--- config.mk ---
export PLATFORM = sky130hd
export DESIGN_NAME = line_mode_ring_control
export DESIGN_NICKNAME = d
export VERILOG_FILES = /design/src/verilog/line_mode_pkg.sv /design/src/verilog/sample_fifo.sv /design/src/verilog/line_mode_ring_control.sv
export VERILOG_INCLUDE_DIRS = /design/src /design/src/verilog
export SDC_FILE = /design/constraint.sdc
export NUM_CORES = 1
export LEC_CHECK = 0
export BUFFER_PORTS_ARGS = -buffer_cell sky130_fd_sc_hd__buf_4
export CELL_PAD_IN_SITES_DETAIL_PLACEMENT = 0
export CELL_PAD_IN_SITES_GLOBAL_PLACEMENT = 1
export CORE_ASPECT_RATIO = 1.4
export CORE_MARGIN = 3
export CORE_UTILIZATION = 24
export CTS_BUF_LIST = sky130_fd_sc_hd__clkbuf_8 sky130_fd_sc_hd__clkbuf_16
export DETAILED_ROUTE_END_ITERATION = 7
export PLACE_DENSITY = 0.52
export SETUP_SLACK_MARGIN = 0.15
export SYNTH_ARGS = -nofsm -noshare
export SYNTH_HDL_FRONTEND = slang
export SYNTH_SLANG_ARGS = --single-unit
--- constraint.sdc ---
create_clock -name clk_in -period 7.42 [get_ports clk_in]
set_input_delay 0.371 -clock clk_in [delete_from_list [all_inputs] [get_ports clk_in]]
set_output_delay 0.371 -clock clk_in [all_outputs]
set_load 0.01 [all_outputs]
--- src/verilog/line_mode_defs.svh ---
`ifndef LINE_MODE_DEFS_SVH
`define LINE_MODE_DEFS_SVH

// ***********************************************
// Register offsets
// ***********************************************
`define ADDR_W 4
`define OFS_LINE_CTRL 4'h0
`define OFS_HOOK_CTRL 4'h4
`define OFS_STATUS 4'h8

// ***********************************************
// Field positions
// ***********************************************
`define BIT_MODE 0
`define BIT_RING_ZERO 1
`define BIT_FULL_WAVE 2
`define BIT_SQUELCH 3
`define BIT_CID_SQUELCH 4
`define BIT_HOOK_REQ 0
`define BIT_MON_EN 1
`define BIT_OFFHOOK_DONE 0
`define BIT_OVERRUN 1
`define BIT_SQUELCH_DONE 2
`define SENSE_HI 7
`define SENSE_LO 3

// ***********************************************
// Reset values and constants
// ***********************************************
`define LINE_CTRL_RST 5'h00
`define HOOK_CTRL_RST 2'h0
`define SENSE_RST 5'h00
`define SENSE_ALL_ONES 5'h1F
`define SENSE_ALL_ZEROS 5'h00

// ***********************************************
// Timing
// ***********************************************
`define CLK_MHZ 100
`define SQUELCH_TIME_US 1000
`define OFFHOOK_CYCLES_DEF 1000
`define RING_THRESH_DEF 8'h20

`endif

--- src/verilog/line_mode_pkg.sv ---
package line_mode_pkg;

  typedef enum logic [1:0] {
    LS_ON_HOOK = 2'b00,
    LS_OFF_HOOK = 2'b01,
    LS_FAST_SETTLE = 2'b10,
    LS_FORCE_ON_HOOK = 2'b11
  } line_state_t;

  typedef enum logic [1:0] {
    SEL_NONE = 2'b00,
    SEL_LINE = 2'b01,
    SEL_RING = 2'b10
  } data_sel_t;

endpackage

--- src/verilog/sample_fifo.sv ---
`timescale 1ns/1ps

module sample_fifo #(
  parameter int WIDTH = 8,
  parameter int DEPTH = 8
) (
  input wire logic clk_in,
  input wire logic nrst_in,
  input wire logic in_valid_in,
  output logic in_ready_out,
  input wire logic [WIDTH-1:0] in_data_in,
  output logic out_valid_out,
  input wire logic out_ready_in,
  output logic [WIDTH-1:0] out_data_out
);

  localparam int PW = $clog2(DEPTH);
  localparam int CW = $clog2(DEPTH + 1);

  logic [WIDTH-1:0] mem_reg [DEPTH];
  logic [PW-1:0] wr_ptr_reg;
  logic [PW-1:0] rd_ptr_reg;
  logic [CW-1:0] count_reg;
  logic push;
  logic pop;

  generate
    if (DEPTH < 2 || (1 << PW) != DEPTH) begin : g_bad_depth
      $error("sample_fifo depth must be a power of two, at least 2");
    end
  endgenerate

  assign in_ready_out = (count_reg != CW'(DEPTH));
  assign out_valid_out = (count_reg != '0);
  assign out_data_out = mem_reg[rd_ptr_reg];
  assign push = in_valid_in && in_ready_out;
  assign pop = out_valid_out && out_ready_in;

  always_ff @(posedge clk_in) begin
    if (push) begin
      mem_reg[wr_ptr_reg] <= in_data_in;
    end
  end

  always_ff @(posedge clk_in) begin
    if (!nrst_in) begin
      wr_ptr_reg <= '0;
      rd_ptr_reg <= '0;
      count_reg <= '0;
    end else begin
      if (push) begin
        wr_ptr_reg <= wr_ptr_reg + PW'(1);
      end
      if (pop) begin
        rd_ptr_reg <= rd_ptr_reg + PW'(1);
      end
      if (push && !pop) begin
        count_reg <= count_reg + CW'(1);
      end else if (pop && !push) begin
        count_reg <= count_reg - CW'(1);
      end
    end
  end

endmodule

--- src/verilog/line_mode_ring_control.sv ---
// Behaviour
// - Ring-zero reporting during a ring: sense reads all ones with voltage, else zeros.
// - Force on-hook goes on-hook but keeps the off-hook counter.
// - Fast settle mode goes off-hook to settle line voltage quickly.
// - Full-wave select: 0 half-wave, 1 full-wave ring rectification.
// - Rectification applies to ring detect pin and ring data stream.
// - Sense field shows voltage, loop current or the ring-zero report per mode bits.
`timescale 1ns/1ps
`include "line_mode_defs.svh"

module line_mode_ring_control #(
  parameter int OFFHOOK_CYCLES = `OFFHOOK_CYCLES_DEF,
  parameter int SQUELCH_CYCLES = `SQUELCH_TIME_US * `CLK_MHZ,
  parameter int FIFO_DEPTH = 8,
  parameter logic [7:0] RING_THRESH = `RING_THRESH_DEF
) (
  input wire logic clk_in,
  input wire logic nrst_in,
  input wire logic [`ADDR_W-1:0] addr_in,
  input wire logic [7:0] wdata_in,
  input wire logic wr_in,
  input wire logic rd_in,
  output logic [7:0] rdata_out,
  input wire logic [4:0] line_voltage_in,
  input wire logic [4:0] loop_current_in,
  input wire logic ring_event_in,
  input wire logic sample_strobe_in,
  input wire logic [7:0] line_sample_in,
  input wire logic [7:0] ring_sample_in,
  output logic serial_data_valid_out,
  input wire logic serial_data_ready_in,
  output logic [7:0] serial_data_out,
  output logic hook_engage_out,
  output logic fast_settle_out,
  output logic monitor_low_out,
  output logic monitor_high_out,
  output logic ring_detect_pin_out,
  output logic ring_network_squelch_out,
  output logic cid_squelch_out
);

  localparam int OCW = $clog2(OFFHOOK_CYCLES + 1);
  localparam int SCW = $clog2(SQUELCH_CYCLES + 1);

  generate
    if (OFFHOOK_CYCLES < 1 || SQUELCH_CYCLES < 1) begin : g_bad_count
      $error("counts must be at least one cycle");
    end
  endgenerate

  // ***********************************************
  // Helpers
  // ***********************************************
  function automatic line_mode_pkg::line_state_t decode_state(input logic mode,
      input logic hook, input logic mon);
    case ({mode, hook})
      2'b01: decode_state = mon ? line_mode_pkg::LS_FAST_SETTLE : line_mode_pkg::LS_OFF_HOOK;
      2'b11: decode_state = line_mode_pkg::LS_FORCE_ON_HOOK;
      default: decode_state = line_mode_pkg::LS_ON_HOOK;
    endcase
  endfunction

  function automatic line_mode_pkg::data_sel_t decode_sel(input logic mode,
      input logic hook, input logic mon);
    if (!mode && !hook && !mon) begin
      decode_sel = line_mode_pkg::SEL_NONE;
    end else if (mode && !hook && !mon) begin
      decode_sel = line_mode_pkg::SEL_RING;
    end else if (mode && hook && !mon) begin
      decode_sel = line_mode_pkg::SEL_NONE;
    end else begin
      decode_sel = line_mode_pkg::SEL_LINE;
    end
  endfunction

  function automatic logic [7:0] rectify(input logic [7:0] s, input logic full);
    if (!s[7]) begin
      rectify = s;
    end else if (full) begin
      rectify = 8'h00 - s;
    end else begin
      rectify = 8'h00;
    end
  endfunction

  // ***********************************************
  // Pin synchronisers
  // ***********************************************
  logic [10:0] pin_s1_reg;
  logic [10:0] pin_s2_reg;
  logic [4:0] volt_s;
  logic [4:0] loop_s;
  logic ring_ev_s;

  always_ff @(posedge clk_in) begin
    if (!nrst_in) begin
      pin_s1_reg <= 11'h000;
      pin_s2_reg <= 11'h000;
    end else begin
      pin_s1_reg <= {ring_event_in, loop_current_in, line_voltage_in};
      pin_s2_reg <= pin_s1_reg;
    end
  end

  assign volt_s = pin_s2_reg[4:0];
  assign loop_s = pin_s2_reg[9:5];
  assign ring_ev_s = pin_s2_reg[10];

  // ***********************************************
  // Control registers
  // ***********************************************
  logic [4:0] line_ctrl_reg;
  logic [1:0] hook_ctrl_reg;
  logic mode_bit;
  logic ring_zero_report;
  logic ring_full_wave_select;
  logic hook_request;
  logic line_monitor_enable;

  assign mode_bit = line_ctrl_reg[`BIT_MODE];
  assign ring_zero_report = line_ctrl_reg[`BIT_RING_ZERO];
  assign ring_full_wave_select = line_ctrl_reg[`BIT_FULL_WAVE];
  assign hook_request = hook_ctrl_reg[`BIT_HOOK_REQ];
  assign line_monitor_enable = hook_ctrl_reg[`BIT_MON_EN];

  // Mode and hook bits sit in separate registers; each write lands on its own
  always_ff @(posedge clk_in) begin
    if (!nrst_in) begin
      line_ctrl_reg <= `LINE_CTRL_RST;
      hook_ctrl_reg <= `HOOK_CTRL_RST;
    end else if (wr_in) begin
      if (addr_in == `OFS_LINE_CTRL) begin
        line_ctrl_reg <= wdata_in[4:0];
      end else if (addr_in == `OFS_HOOK_CTRL) begin
        hook_ctrl_reg <= wdata_in[1:0];
      end
    end
  end

  // ***********************************************
  // Line state and outputs
  // ***********************************************
  line_mode_pkg::line_state_t st_now;
  line_mode_pkg::line_state_t state_reg;
  line_mode_pkg::data_sel_t sel_now;
  logic hook_engage_reg;
  logic fast_settle_reg;
  logic monitor_low_reg;
  logic monitor_high_reg;
  logic squelch_reg;
  logic cid_squelch_reg;

  assign st_now = decode_state(mode_bit, hook_request, line_monitor_enable);
  assign sel_now = decode_sel(mode_bit, hook_request, line_monitor_enable);

  always_ff @(posedge clk_in) begin
    if (!nrst_in) begin
      state_reg <= line_mode_pkg::LS_ON_HOOK;
      hook_engage_reg <= 1'b0;
      fast_settle_reg <= 1'b0;
      monitor_low_reg <= 1'b0;
      monitor_high_reg <= 1'b0;
      squelch_reg <= 1'b0;
      cid_squelch_reg <= 1'b0;
    end else begin
      state_reg <= st_now;
      hook_engage_reg <= (st_now == line_mode_pkg::LS_OFF_HOOK) ||
                         (st_now == line_mode_pkg::LS_FAST_SETTLE);
      fast_settle_reg <= (st_now == line_mode_pkg::LS_FAST_SETTLE);
      monitor_low_reg <= mode_bit && line_monitor_enable;
      monitor_high_reg <= !mode_bit && !hook_request && line_monitor_enable;
      squelch_reg <= line_ctrl_reg[`BIT_SQUELCH];
      cid_squelch_reg <= line_ctrl_reg[`BIT_CID_SQUELCH];
    end
  end

  // Off-hook counter: cleared only by a true on-hook, frozen in force on-hook
  logic [OCW-1:0] offhook_cnt_reg;

  always_ff @(posedge clk_in) begin
    if (!nrst_in) begin
      offhook_cnt_reg <= '0;
    end else if (state_reg == line_mode_pkg::LS_ON_HOOK) begin
      offhook_cnt_reg <= '0;
    end else if (state_reg != line_mode_pkg::LS_FORCE_ON_HOOK &&
                 offhook_cnt_reg != OCW'(OFFHOOK_CYCLES)) begin
      offhook_cnt_reg <= offhook_cnt_reg + OCW'(1);
    end
  end

  // Squelch hold timer, visible to software
  logic [SCW-1:0] squelch_cnt_reg;

  always_ff @(posedge clk_in) begin
    if (!nrst_in || !squelch_reg) begin
      squelch_cnt_reg <= '0;
    end else if (squelch_cnt_reg != SCW'(SQUELCH_CYCLES)) begin
      squelch_cnt_reg <= squelch_cnt_reg + SCW'(1);
    end
  end

  // ***********************************************
  // Line sense value
  // ***********************************************
  logic [4:0] sense_next;
  logic [4:0] line_sense_value_reg;

  always_comb begin
    if (ring_zero_report && ring_ev_s) begin
      sense_next = (volt_s != 5'h00) ? `SENSE_ALL_ONES : `SENSE_ALL_ZEROS;
    end else if (st_now == line_mode_pkg::LS_OFF_HOOK ||
                 st_now == line_mode_pkg::LS_FAST_SETTLE) begin
      sense_next = loop_s;
    end else begin
      sense_next = volt_s;
    end
  end

  always_ff @(posedge clk_in) begin
    if (!nrst_in) begin
      line_sense_value_reg <= `SENSE_RST;
    end else begin
      line_sense_value_reg <= sense_next;
    end
  end

  // ***********************************************
  // Ring detection and data stream
  // ***********************************************
  logic [7:0] ring_rect;
  logic ring_detect_reg;
  logic pend_valid_reg;
  logic [7:0] pend_data_reg;
  logic pend_load;
  logic fifo_in_ready;
  logic fifo_out_valid;
  logic fifo_out_ready;
  logic [7:0] fifo_out_data;
  logic out_valid_reg;
  logic [7:0] out_data_reg;
  logic overrun_reg;
  logic overrun_set;

  assign ring_rect = rectify(ring_sample_in, ring_full_wave_select);
  assign pend_load = sample_strobe_in && sel_now != line_mode_pkg::SEL_NONE &&
                     (!pend_valid_reg || fifo_in_ready);
  assign overrun_set = sample_strobe_in && sel_now != line_mode_pkg::SEL_NONE && !pend_load;

  always_ff @(posedge clk_in) begin
    if (!nrst_in) begin
      ring_detect_reg <= 1'b0;
    end else if (sample_strobe_in) begin
      ring_detect_reg <= (ring_rect > RING_THRESH);
    end
  end

  // Pending word stalls when the FIFO is full
  always_ff @(posedge clk_in) begin
    if (!nrst_in) begin
      pend_valid_reg <= 1'b0;
      pend_data_reg <= 8'h00;
    end else if (pend_load) begin
      pend_valid_reg <= 1'b1;
      pend_data_reg <= (sel_now == line_mode_pkg::SEL_RING) ? ring_rect : line_sample_in;
    end else if (fifo_in_ready) begin
      pend_valid_reg <= 1'b0;
    end
  end

  // Set wins over a software clear
  always_ff @(posedge clk_in) begin
    if (!nrst_in) begin
      overrun_reg <= 1'b0;
    end else if (overrun_set) begin
      overrun_reg <= 1'b1;
    end else if (wr_in && addr_in == `OFS_STATUS && wdata_in[`BIT_OVERRUN]) begin
      overrun_reg <= 1'b0;
    end
  end

  sample_fifo #(
    .WIDTH(8),
    .DEPTH(FIFO_DEPTH)
  ) u_fifo (
    .clk_in(clk_in),
    .nrst_in(nrst_in),
    .in_valid_in(pend_valid_reg),
    .in_ready_out(fifo_in_ready),
    .in_data_in(pend_data_reg),
    .out_valid_out(fifo_out_valid),
    .out_ready_in(fifo_out_ready),
    .out_data_out(fifo_out_data)
  );

  assign fifo_out_ready = !out_valid_reg || serial_data_ready_in;

  always_ff @(posedge clk_in) begin
    if (!nrst_in) begin
      out_valid_reg <= 1'b0;
      out_data_reg <= 8'h00;
    end else if (fifo_out_ready) begin
      out_valid_reg <= fifo_out_valid;
      out_data_reg <= fifo_out_data;
    end
  end

  // ***********************************************
  // Register read
  // ***********************************************
  logic [7:0] rdata_reg;

  always_ff @(posedge clk_in) begin
    if (!nrst_in || !rd_in) begin
      rdata_reg <= 8'h00;
    end else if (addr_in == `OFS_LINE_CTRL) begin
      rdata_reg <= {3'h0, line_ctrl_reg};
    end else if (addr_in == `OFS_HOOK_CTRL) begin
      rdata_reg <= {6'h00, hook_ctrl_reg};
    end else if (addr_in == `OFS_STATUS) begin
      rdata_reg <= {line_sense_value_reg, squelch_cnt_reg == SCW'(SQUELCH_CYCLES),
                    overrun_reg, offhook_cnt_reg == OCW'(OFFHOOK_CYCLES)};
    end else begin
      rdata_reg <= 8'h00;
    end
  end

  assign rdata_out = rdata_reg;
  assign serial_data_valid_out = out_valid_reg;
  assign serial_data_out = out_data_reg;
  assign hook_engage_out = hook_engage_reg;
  assign fast_settle_out = fast_settle_reg;
  assign monitor_low_out = monitor_low_reg;
  assign monitor_high_out = monitor_high_reg;
  assign ring_detect_pin_out = ring_detect_reg;
  assign ring_network_squelch_out = squelch_reg;
  assign cid_squelch_out = cid_squelch_reg;

  // ***********************************************
  // Assertions
  // ***********************************************
  a_ring_zero_sense: assert property (@(posedge clk_in) disable iff (!nrst_in)
    ring_zero_report && ring_ev_s |=> line_sense_value_reg == ($past(volt_s) != 5'h00 ?
    5'h1F : 5'h00)) else $error("ring zero sense wrong");
  a_force_count_hold: assert property (@(posedge clk_in) disable iff (!nrst_in)
    (state_reg == line_mode_pkg::LS_FORCE_ON_HOOK) [*2] |-> $stable(offhook_cnt_reg) &&
    !hook_engage_reg) else $error("force on-hook disturbed counter");
  a_fast_settle_hook: assert property (@(posedge clk_in) disable iff (!nrst_in)
    !mode_bit && hook_request && line_monitor_enable |=> hook_engage_out && fast_settle_out)
    else $error("fast settle not off-hook");
  a_half_wave_drop: assert property (@(posedge clk_in) disable iff (!nrst_in)
    pend_load && sel_now == line_mode_pkg::SEL_RING && !ring_full_wave_select &&
    ring_sample_in[7] |=> pend_data_reg == 8'h00) else $error("half wave passed negative");
  a_ring_pin_rect: assert property (@(posedge clk_in) disable iff (!nrst_in)
    sample_strobe_in |=> ring_detect_pin_out ==
    (rectify($past(ring_sample_in), $past(ring_full_wave_select)) > RING_THRESH))
    else $error("ring pin rectification wrong");
  a_loop_sense: assert property (@(posedge clk_in) disable iff (!nrst_in)
    !(ring_zero_report && ring_ev_s) && st_now == line_mode_pkg::LS_OFF_HOOK |=>
    line_sense_value_reg == $past(loop_s)) else $error("loop current not reported");
  a_force_silent: assert property (@(posedge clk_in) disable iff (!nrst_in)
    mode_bit && hook_request && !line_monitor_enable |-> !pend_load)
    else $error("force on-hook sent data");
  a_low_monitor: assert property (@(posedge clk_in) disable iff (!nrst_in)
    mode_bit && line_monitor_enable |=> monitor_low_out && !hook_engage_out)
    else $error("low current monitor not selected");

endmodule

After elaboration in Yosys (flattened, before gate mapping)
Memories as Yosys holds them, arrays and structs flattened. A register that Yosys moved wholly into a read port is not among the register bits.
Cells that the tools add are included.
Widths: inputs -> output; s select.

word-level totals
  word-level logic and storage cells = 119
  flip-flop bits (word level) = 99
  RAM bits = 64
  input port bits = 45
  memories = 1
  output and inout bits = 24

memories
  memory          words  bits a word  rd ports  clocked after Yosys merged registers in  wr ports  line               text
  u_fifo.mem_reg  8      8            1         1                                        1         sample_fifo.sv:20  logic [WIDTH-1:0] mem_reg [DEPTH];

operators by class
  reduce and logical (&&, ||, !) cells = 48
  magnitude comparators = 1
  bitwise operators = 3
  muxes and demuxes = 22
  add/sub/neg operators = 7
  equal/unequal tests = 13

operators with widths
  kind                   number
  $mux 5                 6
  $mux 8                 3
  $logic_and 1x1->1      19
  $add 17x1->17 const B  1
  $eq 17x17->1 const B   1
  $ne 17x17->1 const B   1
  $logic_not 1->1        12
  $add 10x1->10 const B  1
  $eq 10x10->1 const B   1
  $ne 10x10->1 const B   1
  $gt 8x6->1 const B     1
  $mux 4                 2
  $reduce_bool 2->1      4
  $sub 1x8->8 const A    1
  $mux 1                 7
  $add 3x1->3 const B    2
  $eq 2x2->1 const B     3
  $mux 2                 3
  $logic_or 1x1->1       5
  $reduce_bool 5->1      1
  $add 4x1->4 const B    1
  $eq 2x1->1 const B     2
  $eq 4x3->1 const B     1
  $eq 4x4->1 const B     1
  other kinds (12)       14

Logic depth before layout (Yosys ltp)
  word-level depth = 11
  gate-level depth with buffers = 12
  mapped depth without buffers = 12

Modules after synthesis
Synthesis repeated with hierarchy kept, for this count alone.

second synthesis, totals
  cells, all modules = 604
  area total of the unflattened synthesis = 7131.8 µm²

by module, submodules not included
  module                  area each (µm²)  sequential area each (µm²)  cells each  times used
  line_mode_ring_control  3972.6           1941.9                      438         1
  sample_fifo             3159.3           2182.1                      166         1

Worst setup path after synthesis
OpenSTA, ideal clock, no wires.

  path kind = register -> register
  start = reg u_fifo.count_reg[0]
  end = reg u_fifo.count_reg[3]
  library setup time = 76 ps
  path slack = 5088 ps
  buffers on the path = 0
  data required time = 7344 ps
  cell stages (with the launch flop) = 13
  period minus slack after synthesis = 2332 ps
  data arrival time = 2257 ps
  cells stage by stage = dfxtp_1 > nor3_1 > nand2_1 > nand2_1 > inv_1 > ha_1 > inv_1 > ha_1 > a21o_1 > a21oi_1 > xnor2_1 > or3_1 > a21boi_0

between the ends
  word-level cells in the longest chain between the ends = 5
  elaborated cells between the ends (all ways) = 13
  classes of those cells = add/sub (2); eq/ne (1); mux (2); reduce/logical (8)

RTL lines
  what                         line               text
  from (decl)                  sample_fifo.sv:23  logic [CW-1:0] count_reg;
  from (signal assigned)       sample_fifo.sv:58  count_reg <= count_reg + CW'(1);
  from (signal assigned)       sample_fifo.sv:60  count_reg <= count_reg - CW'(1);
  $ne 4x4->1 *                 sample_fifo.sv:33  assign in_ready_out = (count_reg != CW'(DEPTH));
  $logic_and 1x1->1 *          sample_fifo.sv:36  assign push = in_valid_in && in_ready_out;
  named net u_fifo.push        sample_fifo.sv:24  logic push;
  $logic_not 1->1              sample_fifo.sv:59  end else if (pop && !push) begin
  $logic_and 1x1->1            sample_fifo.sv:59
  $reduce_bool 2->1 (no line)  --

The timed path passes the listed nets; every way through them passes the cells marked *. The select of a mux whose other input is x is not followed.
A chain may end at the register's enable or synchronous reset.

Worst setup path in the final report
Same ends and word-level chain as after synthesis.

==> metrics.txt <==
Power Total ~0.0023 W; Clock Sinks 171; Setup-failing EPs final 0; clk_skew ~0.012 ns; routed vias 4496; Main synth FF type dfxtp_1; Avg WL per Cell between 15 and 20 um; routability cong. 0.739; Die Footprint a little over 30000 um^2; final hold violations 0; Worst IR Drop VDD between 150 and 200 uV; post-route ant nets 0; initial DRC count 178; most frequent cells in the layout 107 x dfxtp_1, 68 x buf_4, 64 x edfxtp_1; Detailed Routing Iterations Pass 1 4; Met3 Wirelength 627 um; pwr dens 274 nW/um^2; leak pwr 2.93 nW; status complete, no violations; Clock Tree Buf Depth 2; Synth async-reset ratio 0%; Crit Path Category reg -> reg; dominant cell type by area after synthesis dfxtp_1; M1 wire length 6390 um; chip width 148 um; # DRC 0; Routed WL around 16000 um; Crit path largest cell delay 0.37 ns; Mapped Cells 583; Core ar. roughly 28000 um^2; IO Pins 69; fmax 372 MHz; row count 72; unrepaired setup endpoints after global routing false; CP bufs+invs 2; Avg Cell Area, Syn 11.7 um^2; sequential fraction of the synthesis area 59.6%; synthesized flop and latch total 171; Synthesized Nets 639; Unique masters post-synth 53; Nets slightly above 700; detailed placement HPWL ~11000 um; Critical Path AT 3.05 ns; commonest non-fill, non-tap cell in the layout dfxtp_1; Slowest-stage cell, CP dfxtp_1; max_cap viols 0; Initial Utilization 24.5%; Root Buffer clkbuf_16; Period Utilization, post-route 36.2%; TritonCTS Buffers 17; CP required 7.78 ns; max-slew violations 0; synth top area cells dfxtp_1 31%, edfxtp_1 28%, mux4_2 5.3%; Slew HR 34.0%; R2R Path End u_fifo.count_reg[3]; diode count 0; worst reg2reg path depth 12; r2r setup slk about 4.7 ns; global-route wire length before repair between 20000 and 25000 um; PostCTS Resize Cnt 0; final core utilization 30.0%; port buffer count 65; highest routed metal layer met4; Post-synth EDFFs 64; Final min period 2.69 ns; Die Y roughly 210 um; R2R Path Start u_fifo.count_reg[0]; Max H-tree Level 4; crit-path cells nor3_1 > nand2_1 > nand2_1 > inv_1 > ha_1 > inv_1 > ha_1 > a21o_1 > a21oi_1 > xnor2_1 > or3_1 > a21boi_0; share of cells above drive strength 1 between 10% and 20%; hold buffer count at cts 0; WP depth 12; Worst Setup SP u_fifo.count_reg[0]; synth warn 0; CP Launch Type register; CP Capture Type register; largest net degree at the start of global routing 51; number of global-route vias before repair 4589; CTS tree done; Synth top area share 31.4%; Mapped Area 6810 um^2; Top delay family on crit path simple AND/OR/NAND/NOR gates; Layout area overhead 22.7%; critical path fanouts, max 6; DR vias/cell between 4 and 5; Critical Path Sink u_fifo.count_reg[3]; gr ovfl total 0; worst min-delay path category in -> reg; setup TNS 0 ns; initial antenna violation count 0; met2 wire len 8250 um; max reg flops 64; Least-Margin Pin Slew 0.981 ns; Clock Pin Slew Worst Setup and Hold Paths 0.07 ns; Total GRT Usage a little over a tenth; Clk Latency, worst-skew pair 0.43 ns; postcts setup bufs 0
==> synth_stat cells (16+ instances only) <==
cell type / instances
xor2_1: 17
and2_1: 29
a21oi_1: 38
nor2_1: 50
inv_1: 17
edfxtp_1: 64
dfxtp_1: 107
o21ai_0: 19
nand2_1: 41
mux4_2: 16
clkbuf_1: 17
mux2i_1: 24
==> where the power goes <==
part / internal (W) / switching [W]
registers: 0.00101 / 0.0000476
logic: 0.000163 / 0.000139
clock network: 0.000531 / 0.000402
total: 0.00170 / 0.000589
==> cells by family after synthesis <==
family	count (synthesis)	share of synthesized area [%]
and+or+nand+nor	198	14.7
adders and majority gates	11	2.13
muxes	41	8.98
xor gates and xnor gates	29	3.73
AOI/OAI and AO/OA	94	8.58
buffers and inverters	39	2.20
DFF	171	59.6
==> worst reg2reg max path, cell delays in order (launching register included) <==
cell and delay, ns:
dfxtp_1 0.37, nor3_1 0.28, nand2_1 0.09, nand2_1 0.22, inv_1 0.16, ha_1 0.23, inv_1 0.12, ha_1 0.24
a21o_1 0.18, a21oi_1 0.16, xnor2_1 0.09, or3_1 0.30, a21boi_0 0.16
==> routing by layer <==
metal | global-route usage, % | up-vias
li1 | - | 2238
met3 | 2.78 | 19
met4 | 4.36 | 0
met5 | 0 | -
met1 | 11.6 | 2156
met2 | 19.2 | 83
==> how the worst min path moves through the flow <==
stage | cells after the start | end | slack [ns] | startpoint
6_report | 2 | pin_s1_reg[3] | 0.14 | line_voltage_in[3]
5_1_grt | 2 | pin_s1_reg[5] | 0.13 | loop_current_in[0]
4_1_cts | 2 | pin_s1_reg[5] | 0.13 | loop_current_in[0]
3_5_place_dp | 1 | pin_s2_reg[6] | 0.42 | pin_s1_reg[6]
3_3_place_gp | 1 | pin_s2_reg[3] | 0.42 | pin_s1_reg[3]
2_1_floorplan | 1 | rdata_out[5] | 0.41 | line_sense_value_reg[2]
==> metrics by stage <==
step | std cells | setup WS [ns] | instance area (um^2) | hold WS (ns)
2_1_floorplan | 583 | 5.09 | 6810 | 0.406
3_3_place_gp | 1000 | 4.72 | 7730 | 0.422
3_5_place_dp | 1000 | 4.71 | 7730 | 0.423
4_1_cts | 1032 | 4.66 | 8360 | 0.125
5_1_grt | 1032 | 4.44 | 8360 | 0.132
6_report | 1032 | 4.73 | 8360 | 0.143
==> cell type report <==
cell class                 instances  area (um^2)
clock buffer                      19          453
clock inverter                    13          178
fill                            2845        19500
inverter                          18         67.6
multi-input combinational        373         2630
sequential                       171         4060
tap                              370          463
timing repair buffer              68          510
Note: power is estimated with default switching activity, not from simulation.
